--- config.mk ---
export PLATFORM = sky130hd
export DESIGN_NAME = amc_main_ctrl
export DESIGN_NICKNAME = d
export VERILOG_FILES = /design/src/include/amc_pkg.sv /design/src/include/amc_seq_if.sv /design/src/rtl/amc_seq.sv /design/src/rtl/amc_main_ctrl.sv
export SDC_FILE = /design/constraint.sdc
export NUM_CORES = 1
export LEC_CHECK = 0
export ABC_CLOCK_PERIOD_IN_PS = 2000
export BUFFER_PORTS_ARGS = -buffer_cell sky130_fd_sc_hd__buf_2
export CORE_MARGIN = 5
export CORE_UTILIZATION = 40
export CTS_CLUSTER_SIZE = 40
export DETAILED_ROUTE_END_ITERATION = 8
export GPL_ROUTABILITY_DRIVEN = 1
export PLACE_DENSITY = 0.62
export SYNTH_ARGS = -nofsm -noshare
export SYNTH_HDL_FRONTEND = slang
export SYNTH_SLANG_ARGS = --single-unit
export TNS_END_PERCENT = 30
--- constraint.sdc ---
create_clock -name clk_sys -period 2 [get_ports clk_sys]
set_clock_uncertainty 0.15 [all_clocks]
set_input_delay 0.1 -clock clk_sys [delete_from_list [all_inputs] [get_ports clk_sys]]
set_output_delay 0.1 -clock clk_sys [all_outputs]
set_load 0.02 [all_outputs]
--- src/include/amc_pkg.sv ---
// package for the converter main control register block
// assumes a single 100 mhz clock domain and an axi4-lite register bus
package amc_pkg;

  // ****************************************************************
  // register map (byte addresses)
  // ****************************************************************
  localparam logic [7:0] AMC_OFF_MAIN_CTRL = 8'h00;
  localparam logic [7:0] AMC_OFF_STATUS = 8'h04;
  localparam logic [7:0] AMC_OFF_EVT_STATUS = 8'h08;
  localparam logic [7:0] AMC_OFF_EVT_CLEAR = 8'h0c;
  localparam logic [7:0] AMC_OFF_EVT_ENABLE = 8'h10;
  localparam logic [7:0] AMC_OFF_SPECIAL = 8'h14;

  // ****************************************************************
  // main control field positions
  // ****************************************************************
  localparam int AMC_BIT_ENABLE = 15;
  localparam int AMC_BIT_SOFT_RESET = 14;
  localparam int AMC_BIT_FREEZE = 13;
  localparam int AMC_BIT_WAIT = 12;
  localparam int AMC_BIT_ACC_HI = 11;
  localparam int AMC_BIT_ACC_LO = 10;
  localparam int AMC_BIT_STORE = 9;
  localparam int AMC_BIT_FLOW_MODE = 8;
  localparam logic [15:0] AMC_MAIN_RESET = 16'h0000;

  // ****************************************************************
  // event bits in status, clear and enable registers
  // ****************************************************************
  localparam int AMC_EVT_SRST_DONE = 0;
  localparam int AMC_EVT_DIS_DONE = 1;
  localparam int AMC_EVT_REC_DONE = 2;
  localparam int AMC_EVT_SEVERE = 3;
  localparam int AMC_NUM_EVT = 4;

  // ****************************************************************
  // timing
  // ****************************************************************
  localparam int AMC_CLK_MHZ = 100;
  localparam int AMC_T_DISABLE_NS = 500;
  localparam int AMC_ENABLE_RECOVERY_TIME_NS = 2000;
  localparam int AMC_T_SRST_NS = 40;
  localparam int AMC_DIS_CYC = (AMC_T_DISABLE_NS * AMC_CLK_MHZ) / 1000;
  localparam int AMC_REC_CYC = (AMC_ENABLE_RECOVERY_TIME_NS * AMC_CLK_MHZ + 999) / 1000;
  localparam int AMC_SRST_CYC = (AMC_T_SRST_NS * AMC_CLK_MHZ + 999) / 1000;
  localparam int AMC_CNT_W = 12;

  // converter sequencing states, gray along the usual path
  typedef enum logic [1:0] {
    AMC_ST_OFF = 2'b00,
    AMC_ST_RECOVER = 2'b01,
    AMC_ST_ON = 2'b11,
    AMC_ST_DISABLING = 2'b10
  } amc_state_t;

  // flow register access paths
  typedef enum logic [1:0] {
    AMC_ACC_NONE = 2'b00,
    AMC_ACC_INTERNAL = 2'b01,
    AMC_ACC_BUS = 2'b10,
    AMC_ACC_BOTH = 2'b11
  } amc_acc_t;

endpackage : amc_pkg

--- src/include/amc_seq_if.sv ---
// interface between the control register and the sequencing timer
// assumes both ends on clk_sys
interface amc_seq_if;
  logic enable_req;
  logic soft_reset_req;
  logic soft_reset_done;
  logic conv_enabled;
  logic abort;
  logic recovery_done;
  logic disable_done;
  logic [1:0] state;

  modport ctrl (
    output enable_req,
    output soft_reset_req,
    input soft_reset_done,
    input conv_enabled,
    input abort,
    input recovery_done,
    input disable_done,
    input state
  );
  modport seq (
    input enable_req,
    input soft_reset_req,
    output soft_reset_done,
    output conv_enabled,
    output abort,
    output recovery_done,
    output disable_done,
    output state
  );
endinterface : amc_seq_if

--- src/rtl/amc_seq.sv ---
// enable, disable, recovery and soft reset sequencing timer
// assumes clk_sys at 100 mhz and a synchronous active-low reset
module amc_seq
  import amc_pkg::*;
(
  // clock and reset
  input wire logic clk_sys,
  input wire logic rst_n,
  input wire logic clk_en,
  // link to control register
  amc_seq_if.seq sq
);

  amc_state_t state_r;
  logic [AMC_CNT_W-1:0] cnt_r;
  logic [AMC_CNT_W-1:0] srst_cnt_r;
  logic srst_busy_r;

  // ****************************************************************
  // enable state machine
  // ****************************************************************
  always_ff @(posedge clk_sys) begin
    if (!rst_n) begin
      state_r <= AMC_ST_OFF;
      cnt_r <= '0;
    end else if (clk_en) begin
      case (state_r)
        AMC_ST_OFF: begin
          if (sq.enable_req) begin
            state_r <= AMC_ST_RECOVER;
            cnt_r <= AMC_CNT_W'(AMC_REC_CYC - 1);
          end
        end
        AMC_ST_RECOVER: begin
          if (!sq.enable_req) begin
            state_r <= AMC_ST_DISABLING;
            cnt_r <= AMC_CNT_W'(AMC_DIS_CYC - 1);
          end else if (cnt_r == '0) begin
            state_r <= AMC_ST_ON;
          end else begin
            cnt_r <= cnt_r - 1'b1;
          end
        end
        AMC_ST_ON: begin
          if (!sq.enable_req) begin
            state_r <= AMC_ST_DISABLING;
            cnt_r <= AMC_CNT_W'(AMC_DIS_CYC - 1);
          end
        end
        AMC_ST_DISABLING: begin
          // no re-enable until the abort has drained
          if (cnt_r == '0) begin
            state_r <= AMC_ST_OFF;
          end else begin
            cnt_r <= cnt_r - 1'b1;
          end
        end
        default: begin
          state_r <= AMC_ST_OFF;
        end
      endcase
    end
  end

  // ****************************************************************
  // soft reset timer
  // ****************************************************************
  always_ff @(posedge clk_sys) begin
    if (!rst_n) begin
      srst_busy_r <= 1'b0;
      srst_cnt_r <= '0;
    end else if (clk_en) begin
      if (srst_busy_r) begin
        if (srst_cnt_r == '0) begin
          srst_busy_r <= 1'b0;
        end else begin
          srst_cnt_r <= srst_cnt_r - 1'b1;
        end
      end else if (sq.soft_reset_req) begin
        srst_busy_r <= 1'b1;
        srst_cnt_r <= AMC_CNT_W'(AMC_SRST_CYC - 1);
      end
    end
  end

  // status toward the register
  assign sq.conv_enabled = (state_r == AMC_ST_ON);
  assign sq.abort = (state_r == AMC_ST_DISABLING);
  assign sq.recovery_done = (state_r == AMC_ST_RECOVER) && sq.enable_req
    && (cnt_r == '0) && clk_en;
  assign sq.disable_done = (state_r == AMC_ST_DISABLING) && (cnt_r == '0)
    && clk_en;
  assign sq.soft_reset_done = srst_busy_r && (srst_cnt_r == '0) && clk_en;
  assign sq.state = state_r;

endmodule : amc_seq

--- src/rtl/amc_main_ctrl.sv ---
// converter main control register with axi4-lite slave and event irq
// assumes clk_sys at 100 mhz, synchronous active-low reset, and that
// freeze, wait and severe-error inputs come from clk_sys logic
//
// Functional notes
// - enable, soft reset, freeze and wait bits are writable at any time
// - flow mode, store and access bits locked while enabled unless unlocked
// - bit 15 enables converter analog parts and gates protected writes
// - clearing enable aborts running sequence and discards pending results
// - no re-enable until disable latency has elapsed; software waits too
// - bit 14 soft reset clears error flags and idles the state machine
// - soft reset clears command and result indices and list selects
// - severe error stops operation until a soft reset is issued
// - soft reset bit is not software-clearable; hardware clears it when done
// - bit 13 set stops conversion at next boundary during freeze
// - bit 12 set halts conversion at next boundary during wait
// - bits 11:10 choose paths reaching the flow control register
// - access field 00 none, 01 internal, 10 bus, 11 both
// - bit 8 selects restart mode at 0 or trigger mode at 1
// - bit 9 sets whether interrupted conversions store their results
//
// Design decision made here: the AXI4-Lite slave port.
module amc_main_ctrl
  import amc_pkg::*;
(
  // clock, reset, enable
  input wire logic clk_sys,
  input wire logic rst_n,
  input wire logic clk_en,
  // axi4-lite write address and data
  input wire logic [7:0] s_axi_awaddr,
  input wire logic s_axi_awvalid,
  output logic s_axi_awready,
  input wire logic [31:0] s_axi_wdata,
  input wire logic [3:0] s_axi_wstrb,
  input wire logic s_axi_wvalid,
  output logic s_axi_wready,
  // axi4-lite write response
  output logic [1:0] s_axi_bresp,
  output logic s_axi_bvalid,
  input wire logic s_axi_bready,
  // axi4-lite read
  input wire logic [7:0] s_axi_araddr,
  input wire logic s_axi_arvalid,
  output logic s_axi_arready,
  output logic [31:0] s_axi_rdata,
  output logic [1:0] s_axi_rresp,
  output logic s_axi_rvalid,
  input wire logic s_axi_rready,
  // system mode and error inputs
  input wire logic freeze_mode,
  input wire logic wait_mode,
  input wire logic severe_error,
  input wire logic conv_boundary,
  // converter controls
  output logic analog_enable,
  output logic conv_run,
  output logic conv_abort,
  output logic discard_results,
  output logic flow_mode_select,
  output logic abort_result_store,
  output amc_pkg::amc_acc_t flow_reg_access_select,
  output logic flow_access_internal,
  output logic flow_access_bus,
  output logic fsm_idle_force,
  output logic clear_error_flags,
  output logic clear_command_index,
  output logic clear_result_index,
  output logic clear_command_list_select,
  output logic clear_result_list_select,
  // interrupt
  output logic irq
);

  // ****************************************************************
  // storage
  // ****************************************************************
  logic [15:0] main_r;
  logic special_mode_write_unlock_r;
  logic [AMC_NUM_EVT-1:0] evt_stat_r;
  logic [AMC_NUM_EVT-1:0] evt_en_r;
  logic halted_r;
  logic halted_nxt;
  logic severe_stop_r;
  logic [7:0] awaddr_r;
  logic aw_held_r;
  logic [31:0] wdata_r;
  logic [3:0] wstrb_r;
  logic w_held_r;
  logic wr_fire;
  logic [AMC_NUM_EVT-1:0] evt_set;
  logic [AMC_NUM_EVT-1:0] evt_clr;
  logic wr_main;
  logic prot_open;
  logic [31:0] rd_word;

  amc_seq_if sq_if ();

  // ****************************************************************
  // sequencing timer
  // ****************************************************************
  amc_seq u_seq (
    .clk_sys(clk_sys),
    .rst_n(rst_n),
    .clk_en(clk_en),
    .sq(sq_if.seq)
  );

  // ****************************************************************
  // axi4-lite write path
  // ****************************************************************
  assign s_axi_awready = !aw_held_r && !s_axi_bvalid;
  assign s_axi_wready = !w_held_r && !s_axi_bvalid;
  assign wr_fire = aw_held_r && w_held_r && !s_axi_bvalid;

  // capture address and data in either order
  always_ff @(posedge clk_sys) begin
    if (!rst_n) begin
      aw_held_r <= 1'b0;
      w_held_r <= 1'b0;
      awaddr_r <= 8'h00;
      wdata_r <= 32'h0000_0000;
      wstrb_r <= 4'h0;
    end else if (clk_en) begin
      if (s_axi_awvalid && s_axi_awready) begin
        aw_held_r <= 1'b1;
        awaddr_r <= s_axi_awaddr;
      end else if (wr_fire) begin
        aw_held_r <= 1'b0;
      end
      if (s_axi_wvalid && s_axi_wready) begin
        w_held_r <= 1'b1;
        wdata_r <= s_axi_wdata;
        wstrb_r <= s_axi_wstrb;
      end else if (wr_fire) begin
        w_held_r <= 1'b0;
      end
    end
  end

  // write response, slverr on unmapped address
  always_ff @(posedge clk_sys) begin
    if (!rst_n) begin
      s_axi_bvalid <= 1'b0;
      s_axi_bresp <= 2'b00;
    end else if (clk_en) begin
      if (wr_fire) begin
        s_axi_bvalid <= 1'b1;
        case (awaddr_r)
          AMC_OFF_MAIN_CTRL, AMC_OFF_EVT_CLEAR, AMC_OFF_EVT_ENABLE,
          AMC_OFF_SPECIAL, AMC_OFF_STATUS, AMC_OFF_EVT_STATUS: begin
            s_axi_bresp <= 2'b00;
          end
          default: begin
            s_axi_bresp <= 2'b10;
          end
        endcase
      end else if (s_axi_bready) begin
        s_axi_bvalid <= 1'b0;
      end
    end
  end

  assign wr_main = wr_fire && (awaddr_r == AMC_OFF_MAIN_CTRL);
  // protected fields open while disabled or unlocked
  assign prot_open = !main_r[AMC_BIT_ENABLE]
    || special_mode_write_unlock_r;

  // ****************************************************************
  // main control register, always-writable bits
  // ****************************************************************
  always_ff @(posedge clk_sys) begin
    if (!rst_n) begin
      main_r[15:12] <= AMC_MAIN_RESET[15:12];
    end else if (clk_en) begin
      if (wr_main && wstrb_r[1]) begin
        main_r[AMC_BIT_ENABLE] <= wdata_r[AMC_BIT_ENABLE];
        main_r[AMC_BIT_FREEZE] <= wdata_r[AMC_BIT_FREEZE];
        main_r[AMC_BIT_WAIT] <= wdata_r[AMC_BIT_WAIT];
      end
      // set from a write wins; only hardware completion clears it
      if (wr_main && wstrb_r[1] && wdata_r[AMC_BIT_SOFT_RESET]) begin
        main_r[AMC_BIT_SOFT_RESET] <= 1'b1;
      end else if (sq_if.soft_reset_done) begin
        main_r[AMC_BIT_SOFT_RESET] <= 1'b0;
      end
    end
  end

  // ****************************************************************
  // main control register, protected bits
  // ****************************************************************
  always_ff @(posedge clk_sys) begin
    if (!rst_n) begin
      main_r[11:8] <= AMC_MAIN_RESET[11:8];
    end else if (clk_en) begin
      if (wr_main && wstrb_r[1] && prot_open) begin
        main_r[AMC_BIT_ACC_HI:AMC_BIT_ACC_LO] <=
          wdata_r[AMC_BIT_ACC_HI:AMC_BIT_ACC_LO];
        main_r[AMC_BIT_STORE] <= wdata_r[AMC_BIT_STORE];
        main_r[AMC_BIT_FLOW_MODE] <= wdata_r[AMC_BIT_FLOW_MODE];
      end
    end
  end

  // unimplemented low byte
  always_ff @(posedge clk_sys) begin
    if (!rst_n) begin
      main_r[7:0] <= AMC_MAIN_RESET[7:0];
    end else if (clk_en) begin
      main_r[7:0] <= 8'h00;
    end
  end

  // special-mode unlock register
  always_ff @(posedge clk_sys) begin
    if (!rst_n) begin
      special_mode_write_unlock_r <= 1'b0;
    end else if (clk_en && wr_fire && awaddr_r == AMC_OFF_SPECIAL
      && wstrb_r[0]) begin
      special_mode_write_unlock_r <= wdata_r[0];
    end
  end

  // ****************************************************************
  // sequencing hooks
  // ****************************************************************
  assign sq_if.enable_req = main_r[AMC_BIT_ENABLE];
  assign sq_if.soft_reset_req = main_r[AMC_BIT_SOFT_RESET];

  // severe stop, lifted by soft reset; a coincident error wins
  always_ff @(posedge clk_sys) begin
    if (!rst_n) begin
      severe_stop_r <= 1'b0;
    end else if (clk_en) begin
      if (severe_error) begin
        severe_stop_r <= 1'b1;
      end else if (sq_if.soft_reset_done) begin
        severe_stop_r <= 1'b0;
      end
    end
  end

  // freeze and wait halt at a conversion boundary
  always_comb begin
    halted_nxt = halted_r;
    if ((freeze_mode && main_r[AMC_BIT_FREEZE])
      || (wait_mode && main_r[AMC_BIT_WAIT])) begin
      if (conv_boundary) begin
        halted_nxt = 1'b1;
      end
    end else begin
      halted_nxt = 1'b0;
    end
  end

  always_ff @(posedge clk_sys) begin
    if (!rst_n) begin
      halted_r <= 1'b0;
    end else if (clk_en) begin
      halted_r <= halted_nxt;
    end
  end

  // ****************************************************************
  // converter control outputs
  // ****************************************************************
  assign analog_enable = main_r[AMC_BIT_ENABLE]
    || (sq_if.state != 2'b00);
  assign conv_run = sq_if.conv_enabled && !halted_r && !severe_stop_r
    && !main_r[AMC_BIT_SOFT_RESET];
  assign conv_abort = sq_if.abort;
  assign discard_results = sq_if.abort;
  assign flow_mode_select = main_r[AMC_BIT_FLOW_MODE];
  assign abort_result_store = main_r[AMC_BIT_STORE];
  assign flow_reg_access_select =
    amc_acc_t'(main_r[AMC_BIT_ACC_HI:AMC_BIT_ACC_LO]);
  assign flow_access_internal = main_r[AMC_BIT_ACC_LO];
  assign flow_access_bus = main_r[AMC_BIT_ACC_HI];
  assign fsm_idle_force = main_r[AMC_BIT_SOFT_RESET];
  assign clear_error_flags = sq_if.soft_reset_done;
  assign clear_command_index = sq_if.soft_reset_done;
  assign clear_result_index = sq_if.soft_reset_done;
  assign clear_command_list_select = sq_if.soft_reset_done;
  assign clear_result_list_select = sq_if.soft_reset_done;

  // ****************************************************************
  // events and interrupt
  // ****************************************************************
  always_comb begin
    evt_set = '0;
    evt_set[AMC_EVT_SRST_DONE] = sq_if.soft_reset_done;
    evt_set[AMC_EVT_DIS_DONE] = sq_if.disable_done;
    evt_set[AMC_EVT_REC_DONE] = sq_if.recovery_done;
    evt_set[AMC_EVT_SEVERE] = severe_error && clk_en;
  end

  assign evt_clr = (wr_fire && awaddr_r == AMC_OFF_EVT_CLEAR && wstrb_r[0])
    ? wdata_r[AMC_NUM_EVT-1:0] : '0;

  // sticky bits: a set in the clear cycle wins
  genvar gi;
  generate
    for (gi = 0; gi < AMC_NUM_EVT; gi = gi + 1) begin : g_evt
      always_ff @(posedge clk_sys) begin
        if (!rst_n) begin
          evt_stat_r[gi] <= 1'b0;
        end else if (clk_en) begin
          if (evt_set[gi]) begin
            evt_stat_r[gi] <= 1'b1;
          end else if (evt_clr[gi]) begin
            evt_stat_r[gi] <= 1'b0;
          end
        end
      end
    end
  endgenerate

  always_ff @(posedge clk_sys) begin
    if (!rst_n) begin
      evt_en_r <= '0;
    end else if (clk_en && wr_fire && awaddr_r == AMC_OFF_EVT_ENABLE
      && wstrb_r[0]) begin
      evt_en_r <= wdata_r[AMC_NUM_EVT-1:0];
    end
  end

  assign irq = |(evt_stat_r & evt_en_r);

  // ****************************************************************
  // axi4-lite read path
  // ****************************************************************
  assign s_axi_arready = !s_axi_rvalid;

  always_comb begin
    rd_word = 32'h0000_0000;
    case (s_axi_araddr)
      AMC_OFF_MAIN_CTRL: rd_word[15:0] = main_r;
      AMC_OFF_STATUS: begin
        rd_word[1:0] = sq_if.state;
        rd_word[2] = severe_stop_r;
        rd_word[3] = halted_r;
        rd_word[4] = conv_run;
      end
      AMC_OFF_EVT_STATUS: rd_word[AMC_NUM_EVT-1:0] = evt_stat_r;
      AMC_OFF_EVT_ENABLE: rd_word[AMC_NUM_EVT-1:0] = evt_en_r;
      AMC_OFF_SPECIAL: rd_word[0] = special_mode_write_unlock_r;
      default: rd_word = 32'h0000_0000;
    endcase
  end

  // read data registered, slverr on unmapped address; the write-only clear register reads zero with okay
  always_ff @(posedge clk_sys) begin
    if (!rst_n) begin
      s_axi_rvalid <= 1'b0;
      s_axi_rdata <= 32'h0000_0000;
      s_axi_rresp <= 2'b00;
    end else if (clk_en) begin
      if (s_axi_arvalid && s_axi_arready) begin
        s_axi_rvalid <= 1'b1;
        s_axi_rdata <= rd_word;
        case (s_axi_araddr)
          AMC_OFF_MAIN_CTRL, AMC_OFF_STATUS, AMC_OFF_EVT_STATUS,
          AMC_OFF_EVT_ENABLE, AMC_OFF_SPECIAL, AMC_OFF_EVT_CLEAR: begin
            s_axi_rresp <= 2'b00;
          end
          default: begin
            s_axi_rresp <= 2'b10;
          end
        endcase
      end else if (s_axi_rready) begin
        s_axi_rvalid <= 1'b0;
      end
    end
  end

endmodule : amc_main_ctrl

==> qor.yml <==
timing:
  fmax_ghz: 0.502
  worstMarginPinSlew_ns: 0.550
  setup_viol_count_final: 0
  relSlewSlack: 0.630
  period_needed_ns: 1.99
  setup_ws_ns: 0.00951
  drv_slew: 0
  fin_crit_sh: 0.995
  hold_violations: 0
  rsz0062_at_grt: "yes"
detailed_routing:
  viasPerCell: 5.32
  routed_wl_mm: 11.8
  drt_iter0_markers: 218
  routed-via-count: 4183
  wl_per_cell_um: 15.0
  postRouteAntennaNets: 0
  drcViolationCount: 0
  first_pass_iters: 5
clock_tree:
  htreeDepth: 3
  cts_root_buf: "clkbuf_8"
  cts.sinks: 87
  clkSlewWorstSetupHoldPaths_ns: 0.09
  clock_path_buffers: 2
  worst_skew_pair.late_latency_ns: 0.35
  cts_made_buffers: 9
  cts_tree: "yes"
logic_synthesis:
  synth_area_leaders: "dfxtp_1 40%, nand2_1 6.8%, a21oi_1 5.7%"
  ys_top_cells_by_count: "87 x dfxtp_1, 78 x nand2_1, 49 x a21oi_1"
  synth_enable_flop_cells: 0
  synth_seq_cells: 87
  ys.flop_type: "dfxtp_1"
  synth_top_family_by_area: "simple AND/OR/NAND/NOR gates"
  yosys.area.top_type: "dfxtp_1"
  ys_seq_area_frac: 0.402
  ys_warn_count: 0
  synth_compound_area_frac: 0.194
  synth-xor-area-share: 0.00202
  synth_mux_area_frac: 0.0372
  synth_fa_ha_area_frac: 0.0115
  synth.most_common_cell: "dfxtp_1"
  synthCells: 513
  ys_types: 67
  syn_avg_cell_area_um2: 8.45
  synth_top_area_frac: 0.402
  synth-simple-area-share: 0.268
  syn_area_mm2: 0.00433
  async_flop_share: 0
setup_path:
  path_delay_family: "simple AND/OR/NAND/NOR gates"
  cp_max_fo: 6
  crit_buf_inv: 2
  worstSetupPathType: "flop to output pin"
  crit_required_ns: 1.75
  worstSetupEndpointType: "output pin"
  startpoint_type: "flop"
  critPathMaxStageDelay_ns: 0.33
  path_cells: "inv_2, ha_4, nor4b_4, nand4_4, nor2_4, buf_4"
  cp_data_arrival_time_ns: 1.74
  slowest_stage: "dfxtp_2"
floorplan:
  coreArea_mm2: 0.0107
  rows: 38
  fp.dieH_um: 114
  start_util: 0.403
  die_area_mm2: 0.0130
  num_io_pins: 122
  die-width_um: 114
global_routing:
  antenna_found_initial: 0
  grtUsageTotal: 0.178
  grt_pass1_vias: 4082
  grt.overflow.total: 0
  grt_pass1_wl_mm: 19.3
  grt_max_degree: 52
run:
  drv_cap: 0
place:
  io_buffers: 78
  gp_congestion: 0.834
  dpl.hpwl_mm: 8.21
  pre_cts_ws_ns: -0.107
pwr:
  p_leak_nw: 2.36
  power.density_mw_per_mm2: 696
  ir_worst_vdd_uv: 424
final_layout:
  area_growth_syn_to_layout_pct: 32.3
  utilization: 0.534
  layout.nets: 711
  drive_gt1_frac: 0.283
  n_antenna_cell: 0
status:
  outcome: "finished clean"
hold_path:
  hold_path_class: "primary input to flop"
power breakdown:
part           internal [mW]  switching [mW]  leakage [nW]
Clock                  0.950           0.639         0.129
Sequential              1.77          0.0330         0.707
Combinational          0.267           0.330          1.52
state kept, by name (all words and copies together) (netlist names), 2 cells and up:
name and cells:
awaddr_r 8, evt_en_r 4, evt_stat_r 4, main_r 3
s_axi_rdata 13, u_seq.cnt_r 12, u_seq.sq.state 2, u_seq.srst_cnt_r 12
wdata_r 12, wstrb_r 2
final cells by class:
class                           count  area, um^2
Clock inverter                      6         134
Multi-Input combinational cell    378        2420
Fill cell                        1028        5010
Inverter                           12        45.0
Sequential cell                    87        1750
Clock buffer                        9         124
Tap cell                          140         175
Timing Repair Buffer              155        1090
per-stage QoR:
step / std cells / TNS [ns] / total power [mW] / hold slack [ns] / area (um^2)
2_1_floorplan: 533 / -0.0321 / 2.19 / 0.0860 / 4410
3_3_place_gp: 737 / -0.253 / 2.33 / 0.193 / 4980
3_5_place_dp: 737 / -0.543 / 2.34 / 0.197 / 4980
4_1_cts: 787 / -0.113 / 3.99 / 0.0196 / 5650
5_1_grt: 787 / -0.455 / 4.16 / 0.0629 / 5740
6_report: 787 / 0 / 3.99 / 0.0396 / 5740
cell families (layout without fill, tap and decap cells):
family / count (synthesis) / after routing
other cells: 1 / 21
compound gates: 129 / 129
xor+xnor: 1 / 1
fa+ha+maj: 4 / 4
simple gates: 207 / 207
flops: 87 / 87
buf+inv: 68 / 182
mux: 16 / 16
final timing paths:
path	startpoint	to	slack [ns]	depth (start not counted)
max	u_seq.srst_cnt_r[0]	clear_command_index	0.01	6
min	s_axi_araddr[3]	s_axi_rdata[0]	0.04	3
max reg2reg	u_seq.cnt_r[0]	u_seq.sq.state[1]	0.04	6
min reg2reg	s_axi_rdata[4]	s_axi_rdata[4]	0.31	2
timing repair:
item,4_1_cts,5_1_grt
hold buffers,30,0
gates resized for setup,19,23
cloned,1,0
hold endpoints to repair,30,0
setup buffers,4,0
pin swaps,11,3
endpoints found under the setup margin,20,24
per-layer routing:
metal  GRT usage  share of wire
met1       0.233           0.45
met2       0.301           0.49
met3      0.0375          0.050
met4      0.0459         0.0068
met5           0              0
worst reg2reg max path: cells and delay by family (launching register included):
family,cells,cell delay [ns]
simple gates,2,0.91
flops,1,0.33
compound gates,2,0.27
fa+ha+maj,1,0.13
buf+inv,1,0.06
cells in the final DEF, fill, tap and decap left out, types with 4 or more instances in the layout:
| master | instances |
|---|---|
| nand3b_1 | 6 |
| buf_2 | 74 |
| inv_1 | 9 |
| nor4_1 | 6 |
| and3_1 | 5 |
| a22oi_1 | 14 |
| mux2i_1 | 15 |
| nor4_4 | 4 |
| nand2_1 | 78 |
| nor2_1 | 23 |
| a31oi_1 | 6 |
| a211oi_1 | 5 |
| nand4b_1 | 6 |
| buf_4 | 44 |
| nor2b_1 | 7 |
| o31ai_1 | 5 |
| a21oi_1 | 45 |
| clkbuf_8 | 9 |
| o21ai_0 | 17 |
| nand4_1 | 4 |
| and3b_1 | 4 |
| nand3_1 | 15 |
| or4_4 | 4 |
| conb_1 | 21 |
| a21oi_2 | 4 |
| or3_1 | 9 |
| dlygate4sd3_1 | 30 |
| dfxtp_1 | 84 |
| buf_6 | 6 |
| a2bb2oi_1 | 4 |
| bufinv_16 | 4 |
| nand2b_1 | 4 |
| nor3_1 | 8 |
Power figures use the tool's default switching activity.
